<file path="config.mk">
export PLATFORM = sky130hd
export DESIGN_NAME = swbm_top
export DESIGN_NICKNAME = d
export VERILOG_FILES = /design/src/design/swbm_pkg.sv /design/src/design/swbm_apb.sv /design/src/design/swbm_tick.sv /design/src/design/swbm_top.sv
export SDC_FILE = /design/constraint.sdc
export NUM_CORES = 1
export LEC_CHECK = 0
export ABC_AREA = 1
export BUFFER_PORTS_ARGS = -buffer_cell sky130_fd_sc_hd__buf_4
export CAP_MARGIN = 20
export CORE_MARGIN = 4
export CORE_UTILIZATION = 36
export DETAILED_ROUTE_END_ITERATION = 16
export MAX_ROUTING_LAYER = met4
export PLACE_DENSITY_LB_ADDON = 0.08
export SETUP_SLACK_MARGIN = 0.2
export SLEW_MARGIN = 20
export SYNTH_ARGS = -nofsm -noshare
export SYNTH_HDL_FRONTEND = slang
export SYNTH_SLANG_ARGS = --single-unit
</file>
<file path="constraint.sdc">
create_clock -name clk_i -period 5.63 [get_ports clk_i]
set_clock_uncertainty 0.15 [all_clocks]
set_input_delay 0.2815 -clock clk_i [delete_from_list [all_inputs] [get_ports clk_i]]
set_output_delay 0.2815 -clock clk_i [all_outputs]
set_load 0.02 [all_outputs]
</file>
<file path="src/design/swbm_pkg.sv">
package swbm_pkg;
  localparam int unsigned CLK_MHZ = 250;
  localparam logic [7:0] DIV_RST = 8'hfa;
  localparam int unsigned T_RST_LOW_US = 511;
  localparam int unsigned T_PRES_SAMPLE_US = 68;
  localparam int unsigned T_RST_HIGH_US = 512;
  localparam int unsigned T_ZERO_LOW_US = 100;
  localparam int unsigned T_SLOT_US = 117;
  localparam int unsigned T_SHORT_LOW_US = 5;
  localparam int unsigned T_READ_SAMPLE_US = 13;
  localparam logic [9:0] CNT_RST_LOW = 10'(T_RST_LOW_US);
  localparam logic [9:0] CNT_PRES = 10'(T_PRES_SAMPLE_US);
  localparam logic [9:0] CNT_RST_HIGH = 10'(T_RST_HIGH_US);
  localparam logic [9:0] CNT_ZERO_LOW = 10'(T_ZERO_LOW_US);
  localparam logic [9:0] CNT_SLOT = 10'(T_SLOT_US);
  localparam logic [9:0] CNT_SHORT_LOW = 10'(T_SHORT_LOW_US);
  localparam logic [9:0] CNT_READ_SMP = 10'(T_READ_SAMPLE_US);
  localparam logic [11:0] ADDR_CTRL = 12'h000;
  localparam logic [11:0] ADDR_DIV = 12'h004;
  localparam int unsigned CTRL_RPP_BIT = 0;
  localparam int unsigned CTRL_W0_BIT = 1;
  localparam int unsigned CTRL_W1R_BIT = 2;
  localparam int unsigned CTRL_PRES_BIT = 3;
  localparam int unsigned CTRL_RDV_BIT = 4;
  typedef enum logic [5:0] {
    SWBM_IDLE = 6'h01,
    SWBM_RLOW = 6'h02,
    SWBM_RHIGH = 6'h04,
    SWBM_ZLOW = 6'h08,
    SWBM_SLOW = 6'h10,
    SWBM_REST = 6'h20
  } swbm_state_t;
endpackage

</file>
<file path="src/design/swbm_apb.sv">
`timescale 1ns/10ps
module swbm_apb (
  input wire logic clk_i,
  input wire logic resetn_i,
  input wire logic psel_i,
  input wire logic penable_i,
  input wire logic pwrite_i,
  input wire logic [11:0] paddr_i,
  output logic wr_o,
  output logic rd_o,
  output logic err_o
);
  import swbm_pkg::*;
  logic hit;
  // Zero wait states; unmapped address answers pslverr
  always_comb begin
    hit = (paddr_i == ADDR_CTRL) || (paddr_i == ADDR_DIV);
    wr_o = psel_i && penable_i && pwrite_i && hit;
    rd_o = psel_i && !penable_i && !pwrite_i && hit;
    err_o = psel_i && !penable_i && !hit;
  end
endmodule

</file>
<file path="src/design/swbm_tick.sv">
`timescale 1ns/10ps
module swbm_tick (
  input wire logic clk_i,
  input wire logic resetn_i,
  input wire logic [7:0] div_i,
  output logic tick_o
);
  logic [7:0] cnt_r;
  // [RULE14] Integer divide
  always_ff @(posedge clk_i or negedge resetn_i) begin
    if (!resetn_i) begin
      cnt_r <= 8'h00;
      tick_o <= 1'b0;
    end else if (cnt_r + 8'h01 >= div_i) begin
      cnt_r <= 8'h00;
      tick_o <= 1'b1;
    end else begin
      cnt_r <= cnt_r + 8'h01;
      tick_o <= 1'b0;
    end
  end
endmodule

</file>
<file path="src/design/swbm_top.sv">
// Decided for this implementation: the placing of the registers and register access over APB.
`timescale 1ns/10ps
// Notes on behaviour
// [RULE1] Presence flag set if slave answered reset, cleared otherwise.
// [RULE2] Write-zero slot lasts 117 us with line low 100 us.
// [RULE3] Write-zero command starts slot, self-clears when slot ends.
// [RULE4] Write-one and read slots share timing: short low then release.
// [RULE5] Slave holds line low after falling edge to return a zero.
// [RULE6] Write-one/read command starts slot, self-clears when done.
// [RULE7] Read value loaded with line level sampled in the slot.
// [RULE8] Reset low held 511 us, never below 480 us.
// [RULE9] Presence sampled 68 us after reset release.
// [RULE10] Recovery high 512 us before any further slot.
// [RULE11] Short low pulse lasts 5 us.
// [RULE12] Read sample taken 13 us after slot falling edge.
// [RULE13] Phases sequenced by state machine on tick counts.
// [RULE14] Tick from integer divide of main clock.
// [RULE15] Integrator keeps tick error within 0.0645; no integrator here, the tick is a plain integer divide.
// [RULE16] Main clock not below 10 MHz.
// [RULE17] Reset command starts reset, self-clears after presence phase.
// [RULE18] Slave answers 15-60 us after rise, low 60-240 us.
// [RULE19] Line only pulled low; one slot at a time.
// [RULE20] Divide ratio is software programmable.
module swbm_top (
  input wire logic clk_i,
  input wire logic resetn_i,
  input wire logic psel_i,
  input wire logic penable_i,
  input wire logic pwrite_i,
  input wire logic [11:0] paddr_i,
  input wire logic [31:0] pwdata_i,
  output logic [31:0] prdata_o,
  output logic pready_o,
  output logic pslverr_o,
  input wire logic line_i,
  output logic line_o,
  output logic line_oe_o
);
  import swbm_pkg::*;
  swbm_state_t state_r;
  logic [9:0] cnt_r;
  logic [7:0] div_r;
  logic reset_presence_cmd_r;
  logic write_zero_cmd_r;
  logic write_one_read_cmd_r;
  logic presence_detected_r;
  logic read_bit_value_r;
  logic tick;
  logic wr;
  logic rd;
  logic err;
  logic busy;
  logic done;
  logic [9:0] cnt_nxt;

  swbm_tick u_tick (
    .clk_i(clk_i),
    .resetn_i(resetn_i),
    .div_i(div_r),
    .tick_o(tick)
  );

  swbm_apb u_apb (
    .clk_i(clk_i),
    .resetn_i(resetn_i),
    .psel_i(psel_i),
    .penable_i(penable_i),
    .pwrite_i(pwrite_i),
    .paddr_i(paddr_i),
    .wr_o(wr),
    .rd_o(rd),
    .err_o(err)
  );

  assign busy = (state_r != SWBM_IDLE);
  assign cnt_nxt = cnt_r + 10'h001;
  assign done = tick && (((state_r == SWBM_RHIGH) && (cnt_nxt == CNT_RST_HIGH))
    || ((state_r == SWBM_REST) && (cnt_nxt == CNT_SLOT)));

  // Ready in access phase; answer same cycle
  always_ff @(posedge clk_i or negedge resetn_i) begin
    if (!resetn_i) begin
      pready_o <= 1'b0;
      pslverr_o <= 1'b0;
    end else begin
      pready_o <= 1'b1;
      // Decoded in setup so the flag stands in access
      pslverr_o <= err;
    end
  end

  always_ff @(posedge clk_i or negedge resetn_i) begin
    if (!resetn_i) begin
      prdata_o <= 32'h0000_0000;
    end else if (rd) begin
      prdata_o <= 32'h0000_0000;
      if (paddr_i == ADDR_DIV) begin
        prdata_o[7:0] <= div_r;
      end else begin
        prdata_o[CTRL_RPP_BIT] <= reset_presence_cmd_r;
        prdata_o[CTRL_W0_BIT] <= write_zero_cmd_r;
        prdata_o[CTRL_W1R_BIT] <= write_one_read_cmd_r;
        prdata_o[CTRL_PRES_BIT] <= presence_detected_r;
        prdata_o[CTRL_RDV_BIT] <= read_bit_value_r;
      end
    end
  end

  // [RULE20] Divider from software
  always_ff @(posedge clk_i or negedge resetn_i) begin
    if (!resetn_i) begin
      div_r <= DIV_RST;
    end else if (wr && (paddr_i == ADDR_DIV) && (pwdata_i[7:0] != 8'h00)) begin
      div_r <= pwdata_i[7:0];
    end
  end

  // Commands; writes while busy ignored, done clears
  always_ff @(posedge clk_i or negedge resetn_i) begin
    if (!resetn_i) begin
      reset_presence_cmd_r <= 1'b0;
      write_zero_cmd_r <= 1'b0;
      write_one_read_cmd_r <= 1'b0;
    end else if (done) begin
      // [RULE3] [RULE6] [RULE17] Self clear
      reset_presence_cmd_r <= 1'b0;
      write_zero_cmd_r <= 1'b0;
      write_one_read_cmd_r <= 1'b0;
    end else if (wr && (paddr_i == ADDR_CTRL) && !busy
                 && !reset_presence_cmd_r && !write_zero_cmd_r && !write_one_read_cmd_r) begin
      // [RULE19] One slot at a time, priority reset
      if (pwdata_i[CTRL_RPP_BIT]) begin
        reset_presence_cmd_r <= 1'b1;
      end else if (pwdata_i[CTRL_W0_BIT]) begin
        write_zero_cmd_r <= 1'b1;
      end else if (pwdata_i[CTRL_W1R_BIT]) begin
        write_one_read_cmd_r <= 1'b1;
      end
    end
  end

  // [RULE13] Tick-counted sequencer
  always_ff @(posedge clk_i or negedge resetn_i) begin
    if (!resetn_i) begin
      state_r <= SWBM_IDLE;
      cnt_r <= 10'h000;
    end else begin
      case (state_r)
        SWBM_IDLE: begin
          cnt_r <= 10'h000;
          if (reset_presence_cmd_r) begin
            state_r <= SWBM_RLOW;
          end else if (write_zero_cmd_r) begin
            state_r <= SWBM_ZLOW;
          end else if (write_one_read_cmd_r) begin
            state_r <= SWBM_SLOW;
          end
        end
        SWBM_RLOW: begin
          // [RULE8] Reset low length
          if (tick) begin
            cnt_r <= (cnt_nxt == CNT_RST_LOW) ? 10'h000 : cnt_nxt;
            if (cnt_nxt == CNT_RST_LOW) begin
              state_r <= SWBM_RHIGH;
            end
          end
        end
        SWBM_RHIGH: begin
          // [RULE10] Recovery before next slot
          if (tick) begin
            cnt_r <= cnt_nxt;
            if (cnt_nxt == CNT_RST_HIGH) begin
              state_r <= SWBM_IDLE;
            end
          end
        end
        SWBM_ZLOW: begin
          // [RULE2] Zero low phase
          if (tick) begin
            cnt_r <= cnt_nxt;
            if (cnt_nxt == CNT_ZERO_LOW) begin
              state_r <= SWBM_REST;
            end
          end
        end
        SWBM_SLOW: begin
          // [RULE4] [RULE11] Short low then release
          if (tick) begin
            cnt_r <= cnt_nxt;
            if (cnt_nxt == CNT_SHORT_LOW) begin
              state_r <= SWBM_REST;
            end
          end
        end
        SWBM_REST: begin
          if (tick) begin
            cnt_r <= cnt_nxt;
            if (cnt_nxt == CNT_SLOT) begin
              state_r <= SWBM_IDLE;
            end
          end
        end
        default: begin
          state_r <= SWBM_IDLE;
          cnt_r <= 10'h000;
        end
      endcase
    end
  end

  // [RULE19] Drive low only
  always_ff @(posedge clk_i or negedge resetn_i) begin
    if (!resetn_i) begin
      line_oe_o <= 1'b0;
    end else begin
      line_oe_o <= (state_r == SWBM_RLOW) || (state_r == SWBM_ZLOW) || (state_r == SWBM_SLOW);
    end
  end
  // [RULE19] Data level fixed low
  always_ff @(posedge clk_i or negedge resetn_i) begin
    if (!resetn_i) begin
      line_o <= 1'b0;
    end else begin
      line_o <= 1'b0;
    end
  end

  // [RULE1] [RULE9] Presence sample
  always_ff @(posedge clk_i or negedge resetn_i) begin
    if (!resetn_i) begin
      presence_detected_r <= 1'b0;
    end else if ((state_r == SWBM_RHIGH) && tick && (cnt_nxt == CNT_PRES)) begin
      presence_detected_r <= !line_i;
    end
  end

  // [RULE7] [RULE12] Read sample; relies on slave holding low [RULE5]
  always_ff @(posedge clk_i or negedge resetn_i) begin
    if (!resetn_i) begin
      read_bit_value_r <= 1'b0;
    end else if (write_one_read_cmd_r && (state_r == SWBM_REST) && tick
                 && (cnt_nxt == CNT_READ_SMP)) begin
      read_bit_value_r <= line_i;
    end
  end

  logic [9:0] low_len_r;
  always_ff @(posedge clk_i or negedge resetn_i) begin
    if (!resetn_i) begin
      low_len_r <= 10'h000;
    end else if (state_r == SWBM_IDLE) begin
      low_len_r <= 10'h000;
    end else if (state_r == SWBM_RLOW && tick) begin
      low_len_r <= low_len_r + 10'h001;
    end
  end
endmodule

</file>
==> results of run 1 <==
## area by class of cell
type                            count  area share [%]
Clock buffer                        6            2.00
Clock inverter                      2           0.380
Inverter                           62            6.46
Multi-Input combinational cell    287            45.1
Sequential cell                    49            34.1
Tap cell                          108            3.73
Timing Repair Buffer               39            8.23
## cells by family after synthesis
group / after synthesis
AO/OA/AOI/OAI: 46
buffers and inverters: 90
flip-flops: 49
XOR/XNOR: 5
multiplexers: 2
AND/OR/NAND/NOR: 195
other: 2
adder cells (fa/ha/maj): 13
## through the flow
step / hold WS (ps) / area (sq um) / worst slack (ps)
after floorplan: -164 / 3300 / 3410
after global placement: 204 / 3510 / 3050
after detailed placement: 205 / 3510 / 3040
after CTS: 55.8 / 3620 / 3010
after global routing: 57.7 / 3620 / 2730
final: 67.3 / 3620 / 3040
## worst paths after layout
kind / startpoint / end / slack [ps]
min in group asynchronous: resetn_i / cnt_r[6] / 390
setup reg to reg: u_tick.cnt_r[0] / u_tick.cnt_r[7] / 3040
hold reg to reg: prdata_o[7] / prdata_o[7] / 350
max in group asynchronous: resetn_i / read_bit_value_r / 4510
setup / recovery: u_tick.cnt_r[0] / u_tick.cnt_r[7] / 3040
hold / removal: pwdata_i[3] / div_r[3] / 70
## sequential cells by signal, indices dropped and copies added (netlist names), 6 cells and up
name          flops
div_r             8
cnt_r            10
u_tick.cnt_r      8
state_r           6
prdata_o          8
## placed cells by master, fill, tap and decap left out, types with 3 or more instances in the layout
| cell type | Yosys | layout |
|---|---|---|
| a21oi_1 | 13 | 13 |
| a2bb2oi_1 | 5 | 5 |
| buf_4 | 25 | 37 |
| clkbuf_8 | 0 | 5 |
| conb_1 | 2 | 26 |
| dfrtp_1 | 42 | 42 |
| dfstp_2 | 7 | 7 |
| ha_1 | 13 | 13 |
| inv_1 | 57 | 57 |
| inv_2 | 4 | 4 |
| nand2_1 | 69 | 69 |
| nand2_2 | 20 | 20 |
| nand2_4 | 3 | 3 |
| nand3_1 | 23 | 23 |
| nand3b_1 | 4 | 4 |
| nand4_1 | 12 | 12 |
| nor2_1 | 38 | 38 |
| nor2_2 | 3 | 3 |
| nor2_4 | 6 | 6 |
| nor3_1 | 9 | 9 |
| o21ai_0 | 14 | 14 |
| o22ai_1 | 5 | 5 |
| o31ai_1 | 3 | 3 |
| xor2_1 | 5 | 5 |
## power breakdown
group	leakage, uW	switching [uW]	total, uW	internal (uW)
logic	0.00122	149	218	69.5
registers	0.000635	28.0	407	379
clock network	0.0000456	122	211	88.9
## worst max-delay path, stage by stage (launching register included)
cell and delay (ps):
dfrtp_1 420, nand3_1 130, nand3b_1 210, nand3b_1 190
xor2_1 200, inv_1 70, ha_1 290, nand2_1 70
o2111ai_1 630, nor2_1 110
## synthesized netlist by cell type
| cell type | instances | share of area, % |
|---|---|---|
| inv_1 | 57 | 6.7 |
| nand3_2 | 2 | 0.62 |
| nand4_1 | 12 | 2.3 |
| buf_2 | 1 | 0.16 |
| a21oi_1 | 13 | 2.0 |
| nand2_1 | 69 | 8.1 |
| conb_1 | 2 | 0.23 |
| mux2_2 | 1 | 0.35 |
| buf_4 | 25 | 5.8 |
| o31ai_1 | 3 | 0.70 |
| o2111ai_1 | 1 | 0.27 |
| nand3_4 | 1 | 0.55 |
| nand4_4 | 1 | 0.66 |
| nand2_4 | 3 | 1.1 |
| mux2i_1 | 1 | 0.31 |
| xor2_1 | 5 | 1.4 |
| ha_1 | 13 | 5.1 |
| o21ai_2 | 1 | 0.27 |
| clkinv_2 | 1 | 0.16 |
| a22oi_1 | 1 | 0.23 |
| nor3_2 | 1 | 0.31 |
| dfrtp_1 | 42 | 33 |
| nor2_8 | 2 | 1.2 |
| nor2_4 | 6 | 2.1 |
| nor3_1 | 9 | 1.4 |
| nor4b_1 | 1 | 0.27 |
| o311ai_1 | 1 | 0.27 |
| nand2_2 | 20 | 3.9 |
| nor2_2 | 3 | 0.58 |
| a2bb2oi_1 | 5 | 1.4 |
| nor2_1 | 38 | 4.4 |
| o21ai_1 | 2 | 0.31 |
| clkbuf_1 | 2 | 0.23 |
| inv_2 | 4 | 0.47 |
| o21ai_0 | 14 | 2.2 |
| o22ai_1 | 5 | 0.97 |
| nand3_1 | 23 | 3.6 |
| nand3b_1 | 4 | 0.94 |
| dfstp_2 | 7 | 5.7 |
## layer usage
metal	share of wire (%)	routed length, um	GRT usage, %	up-vias
met5	0	0	-	-
met1	53	3680	21.5	1161
met3	4.4	303	2.25	4
met2	42	2890	19.7	59
met4	0.77	53	3.33	0
li1	-	-	-	1332
==> Implementation_results.wiki, run 1 <==
{| class="wikitable"
! Metric !! Value
|-
| Startpoint kind of the worst setup timing path || flip-flop
|-
| Req. time, crit path || 5640 ps
|-
| Number of routed nets with antenna violations || 0
|-
| Type of the most critical hold path || in2reg
|-
| Fraction of final layout cells with drive strength greater than 1 || 21.8%
|-
| Clock transition at the registers of the reported paths || 100 ps
|-
| Initial drt markers || 89
|-
| GPL Wtd Cong || 0.814
|-
| Longest Clk Path Bufs || 2
|-
| Count of pins over their slew limit || 0
|-
| Detailed-placement wirelength estimate || 5.54 mm
|-
| Final instance count without filler cells || 553
|-
| Clock network latency to the later pin of the worst-skew pair || 300 ps
|-
| Area occupied by multi-input gates || 1630 sq um
|-
| Routed wire length || 6.92 mm
|-
| Number of diodes added for antenna fixing || 0
|-
| Post-Route Setup TNS || 0 ps
|-
| Leakage || 0.00190 uW
|-
| Number of buffers added on ports || 36
|-
| Startpoint-to-endpoint class of the critical path || reg2reg
|-
| Syn avg cell area || 7.99 sq um
|-
| Dominant combinational cell family by area after synthesis || simple AND/OR/NAND/NOR gates
|-
| Tcrit/Tclk final || 46.0%
|-
| Cell total after placement || 543
|-
| Wire length per cell || 12.5 um
|-
| Post-Synth Adder-Cell Area || 5.07%
|-
| Number of clock sinks seen by CTS || 49
|-
| Vias per Instance || 4.62
|-
| H-tree levels || 2
|-
| Std cell rows || 34
|-
| Max-cap violation count || 0
|-
| Sequential share of the synthesized area || 38.5%
|-
| Chip height || 102 um
|-
| TritonCTS clock tree || yes
|-
| Antenna violations before repair || 0
|-
| Top fanout value on the critical path || 9
|-
| Vias in the first global route || 2373
|-
| Layout-stage area growth over the synthesis result || 12.7%
|-
| DRC violations left || 0
|-
| Overall power || 836 uW
|-
| Global-route congestion overflow total || 0
|-
| Hold depth || 2
|-
| Data arrival time of the critical path || 2600 ps
|-
| Cell area after synthesis || 3210 sq um
|-
| Power density normalized to cell area || 231 nW/um^2
|-
| Setup-violating endpoint count in the final report || 0
|-
| Vias || 2556
|-
| Xor/xnor cell area share of the yosys netlist || 1.36%
|-
| Initial core utilization || 37.0%
|-
| Total number of yosys warnings || 0
|-
| Cts bufs inserted || 5
|-
| Number of instances in the synthesized netlist || 402
|-
| Root Buffer Master || clkbuf_8
|-
| Final layout net count || 507
|-
| First drt pass iteration count || 4
|-
| Area fraction in compound gates after synthesis || 8.61%
|-
| Post-CTS Resized || 0
|-
| Minimum clock period || 2590 ps
|-
| Hold violation count in the final report || 0
|-
| Status || complete, no violations
|-
| Wire length of the first global-routing pass || 11.4 mm
|-
| Total Die Area || 10500 sq um
|-
| Die X-Extent || 102 um
|-
| Crit path capture type || flip-flop
|-
| Register cell area after layout || 1230 sq um
|-
| Maximum vdd drop || 0.0990 mV
|-
| Fraction of the core area covered by cells at the end of the flow || 41.7%
|-
| RSZ-0062 raised after global routing || false
|-
| Total of fill cells in the finished design || 921
|-
| IO Count || 86
|-
| Hold-fix buffers, CTS || 2
|-
| Synthesized flop and latch total || 49
|-
| Area share of and/or/nand/nor cells after synthesis || 32.1%
|-
| Slew at the pin closest to its max-slew limit || 738 ps
|-
| # Post-CTS Setup Buffers || 0
|-
| Worst r2r path cells || 9
|-
| Total Routing Usage GR || 14.2%
|-
| Number of unique standard cell types used by synthesis || 39
|-
| Share of cell area taken by muxes after synthesis || 0.663%
|-
| Largest net degree at the start of global routing || 50
|-
| CORE AREA || 8680 sq um
|-
| Highest Clock Rate || 386 MHz
|-
| Relative slew margins || 50.7%
|}
No activity file was read; power rests on OpenSTA's default activity.
==> run 2: changes to the inputs <==
- clock period: 5.63 -> 2.7 ns (I/O delays scaled with it)
==> run 2 against run 1 <==
Via count up 3.2%. Die area unchanged. Worst setup slack worse by 2700 ps.
==> Implementation_results.wiki, run 2 (synthesized netlist as in run 1, its figures left out) <==
{| class="wikitable"
! Metric !! Value
|-
| Number of diodes added for antenna fixing || 0
|-
| Number of buffers added on ports || 36
|-
| Startpoint-to-endpoint class of the critical path || reg2reg
|-
| Max-cap violation count || 0
|-
| Req. time, crit path || 2750 ps
|-
| Initial core utilization || 37.0%
|-
| Clock transition at the registers of the reported paths || 100 ps
|-
| Cell total after placement || 544
|-
| IO Count || 86
|-
| Largest net degree at the start of global routing || 50
|-
| Slew at the pin closest to its max-slew limit || 640 ps
|-
| Wire length per cell || 12.9 um
|-
| Top fanout value on the critical path || 4
|-
| Wire length of the first global-routing pass || 11.8 mm
|-
| Die X-Extent || 102 um
|-
| Crit path capture type || flip-flop
|-
| DRC violations left || 0
|-
| Startpoint kind of the worst setup timing path || flip-flop
|-
| Stages on the worst setup path || 11
|-
| Total of fill cells in the finished design || 859
|-
| Minimum clock period || 2370 ps
|-
| Reg-to-reg critical path startpoint || u_tick.cnt_r[0]
|-
| Flip-flop count of the largest register after layout || 10
|-
| TritonCTS clock tree || yes
|-
| Register-to-register path setup slack || 330 ps
|-
| H-tree levels || 2
|-
| Critical path, cell by cell || nand3_2 > nand3b_1 > nand3b_1 > xor2_2 > inv_2 > ha_4 > nand2_4 > nor2_4 > nand4_1 > o2111ai_2 > nor2_1
|-
| Cts bufs inserted || 5
|-
| Largest reg by FF count || cnt_r
|-
| Longest Clk Path Bufs || 2
|-
| Number of clock sinks seen by CTS || 49
|-
| Worst-case setup margin in the final layout || 325 ps
|-
| Relative slew margins || 57.3%
|-
| Highest Clock Rate || 421 MHz
|-
| Layout-stage area growth over the synthesis result || 20.4%
|-
| End of the worst register-to-register path || u_tick.cnt_r[4]
|-
| Hold_sp || line_i
|-
| Gate family responsible for the most delay along the worst path || simple AND/OR/NAND/NOR gates
|-
| Antenna violations before repair || 0
|-
| Critical path's most frequent cell || nand3b_1
|-
| Hold violation count in the final report || 0
|-
| Clock network latency to the later pin of the worst-skew pair || 300 ps
|-
| Vias || 2637
|-
| Data arrival time of the critical path || 2420 ps
|-
| Root Buffer Master || clkbuf_8
|-
| Final layout net count || 521
|-
| Tcrit/Tclk final || 88.0%
|-
| GPL Wtd Cong || 0.833
|-
| Final hold slack || 28.9 ps
|-
| Global-route congestion overflow total || 0
|-
| Number of buffers and inverters on the critical path || 1
|-
| Maximum vdd drop || 0.218 mV
|-
| Leakage || 0.00196 uW
|-
| Cell type of the slowest stage on the worst timing path || dfrtp_1
|-
| RSZ-0062 raised after global routing || false
|-
| Total Die Area || 10500 sq um
|-
| Fraction of the core area covered by cells at the end of the flow || 44.6%
|-
| Status || complete, no violations
|-
| Stage delay of the slowest cell on the critical path || 400 ps
|-
| Initial drt markers || 114
|-
| Routed wire length || 7.32 mm
|-
| Setup WS pre-CTS || 143 ps
|-
| Most common cell after layout, fill and taps aside || nand2_1
|-
| Number of routed nets with antenna violations || 0
|-
| Chip height || 102 um
|-
| Count of pins over their slew limit || 0
|-
| Setup-violating endpoint count in the final report || 0
|-
| Std cell rows || 34
|-
| Vias per Instance || 4.65
|-
| Hold worst-path end || presence_detected_r
|-
| Detailed-placement wirelength estimate || 5.56 mm
|-
| Total Routing Usage GR || 14.8%
|-
| Worst r2r path cells || 11
|-
| Final instance count without filler cells || 567
|-
| Hold depth || 4
|-
| CORE AREA || 8680 sq um
|-
| Power density normalized to cell area || 469 nW/um^2
|-
| Fraction of final layout cells with drive strength greater than 1 || 25.9%
|-
| Commonest cells after routing, fill and taps aside || nand2_1, inv_1, dfrtp_1, buf_4, nor2_1
|-
| First drt pass iteration count || 4
|-
| Vias in the first global route || 2411
|-
| Post-Route Setup TNS || 0 ps
|-
| Type of the most critical hold path || in2reg
|}
==> run 2: cell types whose count changed in the layout (fill, tap and decap cells not counted), moves of 2 or more <==
| cell | delta |
|---|---|
| xor2_1 | -3 |
| buf_4 | +4 |
| dlygate4sd3_1 | +9 |
| inv_2 | +2 |
| nor3_1 | -2 |
| nor3_2 | +2 |
| xor2_2 | +3 |
| inv_1 | -2 |
| nand2_1 | -2 |
| ha_4 | +2 |
| ha_1 | -3 |
==> run 2: tightest hold or removal path, stage by stage <==
cell     delay (ps)
buf_4            80
inv_1            50
mux2i_1         120
inv_1            60
==> run 2: report_power, final <==
group          switching, uW  internal (uW)  leakage (uW)
Combinational            329            167       0.00128
Sequential              61.4            791      0.000633
Clock                    254            208     0.0000512
==> run 2: through the flow <==
step / total power, uW / cell area [sq um]
4_1_cts: 1810 / 3730
6_report: 1810 / 3870
3_3_place_gp: 1320 / 3520
5_1_grt: 1950 / 3870
3_5_place_dp: 1320 / 3520
2_1_floorplan: 1190 / 3300
==> run 2: metal layers <==
metal	track usage, %	share of wire (%)
met5	-	0
met4	3.33	0.93
met2	20.5	42
met3	2.25	3.9
met1	22.5	53
==> run 2: what timing repair did <==
item | CTS | global route
pin swaps | 0 | 7
buffers inserted | 0 | 3
hold endpoints to repair | 53 | 0
setup endpoints to repair | 9 | 16
resized for setup | 1 | 18
hold buffers | 11 | 0
gates cloned | 0 | 1
==> run 2: final cells by class <==
| cell class | count | area, sq um | share of cell area, % |
|---|---|---|---|
| Inverter | 62 | 234 | 6.05 |
| Sequential cell | 49 | 1240 | 32.0 |
| Multi-Input combinational cell | 288 | 1750 | 45.2 |
| Clock buffer | 6 | 82.6 | 2.14 |
| Clock inverter | 2 | 13.8 | 0.356 |
| Timing Repair Buffer | 52 | 418 | 10.8 |
| Tap cell | 108 | 135 | 3.50 |
==> run 2: worst max-delay path by stage <==
stage                     slack [ps]         endpoint            start
after detailed placement         140  u_tick.cnt_r[7]  u_tick.cnt_r[0]
after global routing             200  u_tick.cnt_r[2]  u_tick.cnt_r[2]
after global placement           150  u_tick.cnt_r[7]  u_tick.cnt_r[0]
final                            330  u_tick.cnt_r[4]  u_tick.cnt_r[0]
after floorplan                  480  u_tick.cnt_r[7]  u_tick.cnt_r[0]
after CTS                        230  u_tick.cnt_r[2]  u_tick.cnt_r[0]
